File: config.mk
export PLATFORM = sky130hd
export DESIGN_NAME = loop_freq_ctrl
export DESIGN_NICKNAME = d
export VERILOG_FILES = /design/src/hdl/loop_freq_pkg.sv /design/src/hdl/dco_if.sv /design/src/hdl/dco_accum.sv /design/src/hdl/loop_freq_ctrl.sv
export VERILOG_INCLUDE_DIRS = /design/src /design/src/hdl
export SDC_FILE = /design/constraint.sdc
export NUM_CORES = 2
export LEC_CHECK = 0
export BUFFER_PORTS_ARGS = -buffer_cell sky130_fd_sc_hd__buf_2
export CAP_MARGIN = 10
export CORE_MARGIN = 1
export CORE_UTILIZATION = 30
export CTS_CLUSTER_DIAMETER = 80
export DETAILED_ROUTE_END_ITERATION = 10
export PLACE_DENSITY = 0.45
export SYNTH_ARGS = -nofsm -noshare
export SYNTH_HDL_FRONTEND = slang
export SYNTH_HIERARCHICAL = 1
export SYNTH_SLANG_ARGS = --single-unit
File: constraint.sdc
create_clock -name clk -period 13.9 [get_ports clk]
set_input_delay 4.17 -clock clk [delete_from_list [all_inputs] [get_ports clk]]
set_output_delay 4.17 -clock clk [all_outputs]
set_load 0.005 [all_outputs]
File: src/hdl/loop_freq_defines.svh
// register offsets, field positions, reset values and timing counts for the loop block
`ifndef LOOP_FREQ_DEFINES_SVH
`define LOOP_FREQ_DEFINES_SVH
`define OFF_MODE_CFG      8'h00
`define OFF_LOCKED_BW     8'h01
`define OFF_HO_METHOD     8'h02
`define OFF_HO_WORD_0     8'h03
`define OFF_HO_WORD_1     8'h04
`define OFF_HO_WORD_2     8'h05
`define OFF_HO_WORD_3     8'h06
`define OFF_HO_WORD_4     8'h07
`define OFF_STATUS        8'h08
`define OFF_ACQ_WORD_0    8'h09
`define HO_MAN_BIT        6
`define HO_AUTO_BIT       5
`define HO_READ_ACQ_BIT   4
`define HO_HIST_LSB       2
`define HO_AVG_LSB        0
`define MODE_RESET        5'h00
`define LOCKED_BW_RESET   5'h00
`define LOCKED_BW_MAX     5'h15
`define HO_METHOD_RESET   8'h21
`define CLK_MHZ           250
`define SECOND_NS         1000000000
`define SECOND_CYCLES     (`SECOND_NS / 1000 * `CLK_MHZ)
`define FREQ_RANGE_PPM    92
`define FREQ_LIMIT        40'h00_0000_0000
`endif

File: src/hdl/loop_freq_pkg.sv
// types shared by the loop frequency-control block
package loop_freq_pkg;
  typedef enum logic [4:0] {
    MODE_AUTO       = 5'h00,
    MODE_FREE_RUN   = 5'h01,
    MODE_HOLDOVER   = 5'h02,
    MODE_LOCKED     = 5'h04,
    MODE_PRE_LOCK2  = 5'h05,
    MODE_PRE_LOCK   = 5'h06,
    MODE_LOST_PHASE = 5'h07,
    MODE_DCO_FREQ   = 5'h0A
  } loop_mode_e;
  typedef enum logic [1:0] {
    STAGE_START = 2'h0,
    STAGE_ACQ   = 2'h1,
    STAGE_LOCK  = 2'h2
  } lock_stage_e;
  typedef logic signed [39:0] freq_word_t;
endpackage

File: src/hdl/dco_if.sv
// carrier between the control logic and the phase accumulator
`timescale 1ns/1ps
interface dco_if;
  logic signed [39:0] freq_off;   // signed frequency offset steering the accumulator
  logic [47:0]        phase;      // accumulator phase
  logic               wrap;       // accumulator overflow pulse
  modport ctrl (output freq_off, input phase, input wrap);
  modport acc  (input freq_off, output phase, output wrap);
endinterface

File: src/hdl/dco_accum.sv
// phase accumulator stepped each clock by nominal step plus signed offset
`timescale 1ns/1ps
module dco_accum
  import loop_freq_pkg::*;
#(
  parameter logic [47:0] NOMINAL_STEP = 48'h0000_1000_0000
) (
  input wire logic clk,     // system clock
  input wire logic reset_n, // async reset, active low
  dco_if.acc       dco      // offset in, phase out
);
  logic [47:0] phase_q;     // accumulated phase
  logic [47:0] phase_d;     // next phase
  logic        wrap_q;      // overflow flag
  logic        wrap_d;      // next overflow flag
  logic [48:0] sum;         // carry-extended sum

  // add nominal step and sign-extended offset
  always_comb begin
    sum     = {1'b0, phase_q} + {1'b0, NOMINAL_STEP}
              + {{9{dco.freq_off[39]}}, dco.freq_off};
    phase_d = sum[47:0];
    wrap_d  = phase_d < phase_q;
  end

  // register phase
  always_ff @(posedge clk or negedge reset_n) begin
    if (!reset_n) begin
      phase_q <= 48'h0000_0000_0000;
      wrap_q  <= 1'b0;
    end else begin
      phase_q <= phase_d;
      wrap_q  <= wrap_d;
    end
  end

  assign dco.phase = phase_q;
  assign dco.wrap  = wrap_q;
endmodule

File: src/hdl/loop_freq_ctrl.sv
// primary loop frequency control: mode, bandwidth, holdover and dco steering
// Overview of operation
// locked bandwidth codes 0x00-0x15, rest reserved
// pre-locked2 tracks reference, transient only
// lost-phase tracks reference, transient only
// dco is accumulator steered by control word
// dco control chosen by mode register
// frequency word is signed two's complement
// applied offset spans plus minus 92 ppm
// lsb weight fixed fractional ppm scaled
// phase shift equals frequency times time
// holdover uses stored data, no lock
// manual, auto, history, filter pick source
// history picks now, 1, 8, 64 s
// filter code picks four bandwidths
// manual select uses written word
// reset default: current average, 1.5 mHz
// readback select: acquired or written word
// host converts read word to ppm
// mode 01010 is dco write frequency
// locked bandwidth only in locked stage
// frequency word applied atomically
//
// Local design decisions: the register offsets and the plain strobed port.
`timescale 1ns/1ps
`include "loop_freq_defines.svh"
module loop_freq_ctrl
  import loop_freq_pkg::*;
#(
  parameter int SECOND_CYC = `SECOND_CYCLES,
  parameter int START_CYC  = 2 * `SECOND_CYCLES
) (
  input  wire logic        clk,          // system clock
  input  wire logic        reset_n,      // async reset, active low
  input  wire logic [7:0]  addr,         // register address
  input  wire logic [7:0]  wdata,        // write data
  input  wire logic        wr,           // write strobe
  input  wire logic        rd,           // read strobe
  output logic      [7:0]  rdata,        // read data, cycle after rd
  input  wire logic        loop_locked,  // loop phase detector reports lock
  input  wire logic        ref_valid,    // a qualified reference is selected
  input  wire logic signed [39:0] integ_freq, // loop integral path frequency
  output logic      [4:0]  active_bw,    // bandwidth code in use
  output logic      [1:0]  lock_stage,   // current locking stage
  output logic             track_ref,    // output follows the reference
  output logic      [47:0] dco_phase     // accumulator phase
);
  dco_if dco ();

  loop_mode_e  mode_q, mode_d;            // operating mode selector
  logic [4:0]  bw_q, bw_d;                // locked bandwidth selector
  logic [7:0]  ho_q, ho_d;                // holdover method config
  logic [39:0] wr_word_q, wr_word_d;      // host written word
  logic [31:0] stage_word_q, stage_word_d; // low bytes staged until top byte
  freq_word_t  applied_q, applied_d;      // offset in use
  freq_word_t  avg_q, avg_d;              // running average
  freq_word_t  h1_q, h1_d;                // average one second back
  freq_word_t  h8_q, h8_d;                // average eight seconds back
  freq_word_t  h64_q, h64_d;              // average 64 seconds back
  freq_word_t  h1s [0:63];                // per-second history ring
  logic [5:0]  hptr_q, hptr_d;            // ring write pointer
  logic [31:0] sec_q, sec_d;              // second timer
  logic [31:0] stg_cnt_q, stg_cnt_d;      // start stage timer
  lock_stage_e stage_q, stage_d;          // locking stage
  logic [7:0]  rdata_q, rdata_d;          // read data register
  freq_word_t  acq_word;                  // acquired holdover offset
  logic [3:0]  avg_shift;                 // filter weight shift
  logic        sec_tick;                  // one second elapsed
  logic [39:0] rd_word;                   // word returned on readback

  assign sec_tick = (sec_q == SECOND_CYC - 1);

  // filter bandwidth: wider band means lighter smoothing
  // filter code to shift
  always_comb begin
    case (ho_q[`HO_AVG_LSB +: 2])
      2'h0:    avg_shift = 4'd14;
      2'h1:    avg_shift = 4'd11;
      2'h2:    avg_shift = 4'd8;
      default: avg_shift = 4'd4;
    endcase
  end

  // choose the acquired holdover offset
  // source selection
  always_comb begin
    if (ho_q[`HO_MAN_BIT]) begin
      // manual uses written word
      acq_word = freq_word_t'(wr_word_q);
    end else if (!ho_q[`HO_AUTO_BIT]) begin
      acq_word = avg_q;
    end else begin
      // history depth select
      case (ho_q[`HO_HIST_LSB +: 2])
        2'h0:    acq_word = avg_q;
        2'h1:    acq_word = h1_q;
        2'h2:    acq_word = h8_q;
        default: acq_word = h64_q;
      endcase
    end
  end

  // averaging filter and history taps, advanced while locked only
  always_comb begin
    avg_d  = avg_q;
    h1_d   = h1_q;
    h8_d   = h8_q;
    h64_d  = h64_q;
    hptr_d = hptr_q;
    sec_d  = sec_tick ? 32'h0000_0000 : sec_q + 32'h0000_0001;
    if (stage_q == STAGE_LOCK) begin
      // first-order iir, fixed shift of 11 when auto averaging is off
      avg_d = ho_q[`HO_AUTO_BIT]
              ? freq_word_t'(avg_q + ((integ_freq - avg_q) >>> avg_shift))
              : freq_word_t'(avg_q + ((integ_freq - avg_q) >>> 11));
      if (sec_tick) begin
        hptr_d = hptr_q + 6'd1;
        h1_d   = avg_q;
        h8_d   = h1s[hptr_q - 6'd7];
        h64_d  = h1s[hptr_q];
      end
    end
  end

  // history ring write, no reset needed on the storage itself
  always_ff @(posedge clk) begin
    if (sec_tick && stage_q == STAGE_LOCK) begin
      h1s[hptr_q] <= avg_q;
    end
  end

  // locking stage sequencing
  // stage drives bandwidth choice
  always_comb begin
    stage_d   = stage_q;
    stg_cnt_d = stg_cnt_q;
    if (!ref_valid) begin
      stage_d   = STAGE_START;
      stg_cnt_d = 32'h0000_0000;
    end else begin
      case (stage_q)
        STAGE_START: begin
          stg_cnt_d = stg_cnt_q + 32'h0000_0001;
          if (stg_cnt_q == START_CYC - 1) begin
            stage_d = STAGE_ACQ;
          end
        end
        STAGE_ACQ: begin
          if (loop_locked) begin
            stage_d = STAGE_LOCK;
          end
        end
        STAGE_LOCK: begin
          if (!loop_locked) begin
            stage_d = STAGE_ACQ;
          end
        end
        default: stage_d = STAGE_START;
      endcase
    end
  end

  // register writes; word applied only when top byte lands
  always_comb begin
    mode_d       = mode_q;
    bw_d         = bw_q;
    ho_d         = ho_q;
    wr_word_d    = wr_word_q;
    stage_word_d = stage_word_q;
    if (wr) begin
      case (addr)
        // mode chosen by register
        `OFF_MODE_CFG:  mode_d = loop_mode_e'(wdata[4:0]);
        // reserved codes refused
        `OFF_LOCKED_BW: if (wdata[4:0] <= `LOCKED_BW_MAX) bw_d = wdata[4:0];
        `OFF_HO_METHOD: ho_d = {1'b0, wdata[6:0]};
        `OFF_HO_WORD_0: stage_word_d[7:0]   = wdata;
        `OFF_HO_WORD_1: stage_word_d[15:8]  = wdata;
        `OFF_HO_WORD_2: stage_word_d[23:16] = wdata;
        `OFF_HO_WORD_3: stage_word_d[31:24] = wdata;
        // atomic commit
        `OFF_HO_WORD_4: wr_word_d = {wdata, stage_word_q};
        default: ;
      endcase
    end
  end

  // offset applied to the accumulator per mode
  // accumulator steering
  always_comb begin
    case (mode_q)
      // dco write frequency mode
      // signed word drives dco
      MODE_DCO_FREQ: applied_d = freq_word_t'(wr_word_q);
      // holdover from stored data
      MODE_HOLDOVER: applied_d = acq_word;
      MODE_FREE_RUN: applied_d = '0;
      default:       applied_d = (stage_q == STAGE_LOCK || mode_q != MODE_AUTO)
                                 ? integ_freq : applied_q;
    endcase
  end

  // pre-locked2 tracks reference
  // lost-phase tracks reference
  assign track_ref = (mode_q == MODE_PRE_LOCK2) || (mode_q == MODE_LOST_PHASE)
                     || (mode_q == MODE_PRE_LOCK) || (mode_q == MODE_LOCKED)
                     || (mode_q == MODE_AUTO && ref_valid);

  // locked bandwidth only when locked
  assign active_bw  = (stage_q == STAGE_LOCK) ? bw_q : 5'h00;
  assign lock_stage = stage_q;

  // readback selection
  assign rd_word = ho_q[`HO_READ_ACQ_BIT] ? acq_word : wr_word_q;

  // read mux, data stands the cycle after rd
  always_comb begin
    rdata_d = 8'h00;
    if (rd) begin
      case (addr)
        `OFF_MODE_CFG:  rdata_d = {3'h0, mode_q};
        `OFF_LOCKED_BW: rdata_d = {3'h0, bw_q};
        `OFF_HO_METHOD: rdata_d = ho_q;
        `OFF_HO_WORD_0: rdata_d = rd_word[7:0];
        `OFF_HO_WORD_1: rdata_d = rd_word[15:8];
        `OFF_HO_WORD_2: rdata_d = rd_word[23:16];
        `OFF_HO_WORD_3: rdata_d = rd_word[31:24];
        `OFF_HO_WORD_4: rdata_d = rd_word[39:32];
        `OFF_STATUS:    rdata_d = {5'h00, track_ref, stage_q};
        default:        rdata_d = 8'h00;
      endcase
    end
  end

  // state registers
  always_ff @(posedge clk or negedge reset_n) begin
    if (!reset_n) begin
      mode_q       <= MODE_AUTO;
      bw_q         <= `LOCKED_BW_RESET;
      // default current average, 1.5 mHz
      ho_q         <= `HO_METHOD_RESET;
      wr_word_q    <= `FREQ_LIMIT;
      stage_word_q <= 32'h0000_0000;
      applied_q    <= '0;
      avg_q        <= '0;
      h1_q         <= '0;
      h8_q         <= '0;
      h64_q        <= '0;
      hptr_q       <= 6'h00;
      sec_q        <= 32'h0000_0000;
      stg_cnt_q    <= 32'h0000_0000;
      stage_q      <= STAGE_START;
      rdata_q      <= 8'h00;
    end else begin
      mode_q       <= mode_d;
      bw_q         <= bw_d;
      ho_q         <= ho_d;
      wr_word_q    <= wr_word_d;
      stage_word_q <= stage_word_d;
      applied_q    <= applied_d;
      avg_q        <= avg_d;
      h1_q         <= h1_d;
      h8_q         <= h8_d;
      h64_q        <= h64_d;
      hptr_q       <= hptr_d;
      sec_q        <= sec_d;
      stg_cnt_q    <= stg_cnt_d;
      stage_q      <= stage_d;
      rdata_q      <= rdata_d;
    end
  end

  // lsb weight and range are the word scaling; phase integrates offset
  assign dco.freq_off = applied_q;
  assign dco_phase    = dco.phase;
  assign rdata        = rdata_q;

  dco_accum u_dco (
    .clk     (clk),
    .reset_n (reset_n),
    .dco     (dco)
  );
endmodule

==> impl_results.md <==
* Slowest CP cell: mux4_2
* Area growth, synth to finish at 14.30%
* Site Rows at 250
* Setup crit end kind: flop
* Top sig layer: met5
* Initial Util at 30.14%
* Period Utilization, post-route at 70.74%
* Die X at 684.4 um
* Area of the multi-input gates at 49930 um2
* Crit path arrival time at 10670 ps
* Layout cells sized above 1 at 22.19%
* RSZ-0062 raised after global routing: false
* Sequential cell area at 87380 um2
* Final Wtd Congestion at 0.8776
* Clock Tree Root: clkbuf_16
* Vias at 95319
* Setup TNS at 0 ps
* Max-slew headroom at 17.23%
* Final Hold Fails at 0
* # setup viols final at 0
* Fmax at 101.7 MHz
* Met2 routed WL at 272300 um
* Syn nets at 9280
* Filler cells at 44160
* Number of global-route vias before repair at 94391
* GRT Residual Overflow at 0
* Clock skew at 61.51 ps
* Clk_lat worst skew at 970 ps
* PwrDens at 146.8 nW/um2
* Synth warn at 6
* Slew Viols, Final at 0
* Max IR drop VDD at 0.1024 mV
* Crit path max fanout at 5
* CTS sink count at 2977
* Met1 Wirelength at 224900 um
* Total track usage at 23.74%
* Total CTS buffers at 334
* TritonCTS clock tree: done
* Worst min path class: flop to flop
* Crit-path max cell delay at 490 ps
* Initial drt markers at 12265
* Clock Tree Buf Depth at 4
* Routed Antenna Nets at 0
* Worst Max-Slew Pin Slew at 1242 ps
* Final min period at 9833 ps
* Post-synthesis cell area at 139700 um2
* Hold_buf cts at 0
* Synth Instances at 9036
* Status: finished clean
* Average size of a mapped cell at 15.46 um2
* WHS at 465.7 ps
* Die area at 468500 um2
* Antenna violations before repair at 37
* First drt pass iteration count at 8
* Nets at 9336
* Port Buffers at 125
* Setup bufs post-CTS at 0
* MaxCap Viol Count at 0
* DRC violations left at 0
* Post-CTS resize count at 0
* Routed length per instance at 36.87 um
* Critical Path RT at 14740 ps
* Crit path launch type: input port
* Clock transition at path regs at 60 ps
* Vias per cell at 6.130
* Post-DP HPWL at 338800 um
* Largest net degree at the start of global routing at 139
* Most Frequent Cell on Critical Path: a21o_1
* Final WL at 573300 um
* Crit Path Class: input port to flop
* H-Tree Level Count at 5
* Die height at 684.4 um
* Leak at 0.05062 uW
* I/O Pins at 126
* Core area at 463600 um2
* DR WL met3 at 49740 um
* First-pass GRT wire length at 787600 um
[power breakdown]
| part | internal [uW] | leakage, uW | total, uW | switching, uW |
|---|---|---|---|---|
| registers | 10200 | 0.0281 | 10400 | 152 |
| clock network | 5310 | 0.00540 | 9090 | 3790 |
| logic | 1440 | 0.0171 | 3990 | 2550 |
[cells in the final DEF, fill, tap and decap left out, types with 274 or more instances in the layout]
master     count
o21ai_0      281
clkbuf_16    341
a21oi_1      304
nor2_1       282
a22o_1       274
nand2_1      390
a22oi_1      835
dfrtp_1      372
buf_4        282
mux4_2       812
a31oi_1      281
a221oi_1     290
edfxtp_1    2560
[state kept, by name, indices dropped and copies added, names as in the netlist, 8 cells and up]
name / cells
applied_q: 40
avg_q: 40
h1_q: 40
h1s: 2560
h64_q: 40
h8_q: 40
rdata: 8
sec_q: 32
stage_word_q: 32
stg_cnt_q: 32
u_dco/dco.phase: 48
wr_word_q: 40
[per-layer routing]
layer / up-vias / global-route usage [%]
met2: 5795 / 39.24
met3: 1181 / 4.239
met4: 12 / 9.464
li1: 37752 / -
met1: 50579 / 30.93
met5: - / 0
[critical path, delay by kind of cell]
| kind | cells | cell delay, ps |
|---|---|---|
| AND/OR/NAND/NOR | 1 | 210 |
| adder cells (fa/ha/maj) | 3 | 870 |
| multiplexers | 2 | 730 |
| AO/OA/AOI/OAI | 18 | 4460 |
| buffers and inverters | 3 | 220 |
[area by class of cell]
class / count / share of cell area [%]
Multi-Input combinational cell: 5226 / 31.27
Inverter: 126 / 0.2962
Clock inverter: 191 / 1.276
Sequential cell: 2977 / 54.71
Clock buffer: 414 / 5.615
Antenna cell: 15 / 0.02350
Timing Repair Buffer: 427 / 1.969
Tap cell: 6174 / 4.837
[through the flow]
step                instance area (um2)  worst slack [ps]  instances  power, uW  utilization, %
finish                           159700              4067      15550      23450           34.45
floorplan                        139700              4193       9036      13250               -
CTS                              159600              4140      15534      23580           34.44
global placement                 148600              3037      14929      14500           32.06
detailed placement               148600              3161      14929      14500           32.06
global route                     159700              3477      15537      24330           34.44
[final timing paths]
kind                                       start                       endpoint  slack, ps  cells past startpoint
setup / recovery                   integ_freq[0]          avg_q[34]$_DFFE_PN0P_       4070                     27
hold / removal             h64_q[30]$_DFFE_PN0P_          h64_q[30]$_DFFE_PN0P_        470                      2
setup reg to reg            avg_q[2]$_DFFE_PN0P_          avg_q[36]$_DFFE_PN0P_       6060                     26
hold reg to reg            h64_q[30]$_DFFE_PN0P_          h64_q[30]$_DFFE_PN0P_        470                      2
max in group asynchronous                reset_n            h8_q[3]$_DFFE_PN0P_       8350                      3
min in group asynchronous                reset_n  u_dco/dco.phase[39]$_DFF_PN0_       3250                      1
Power figures use the tool's default switching activity.
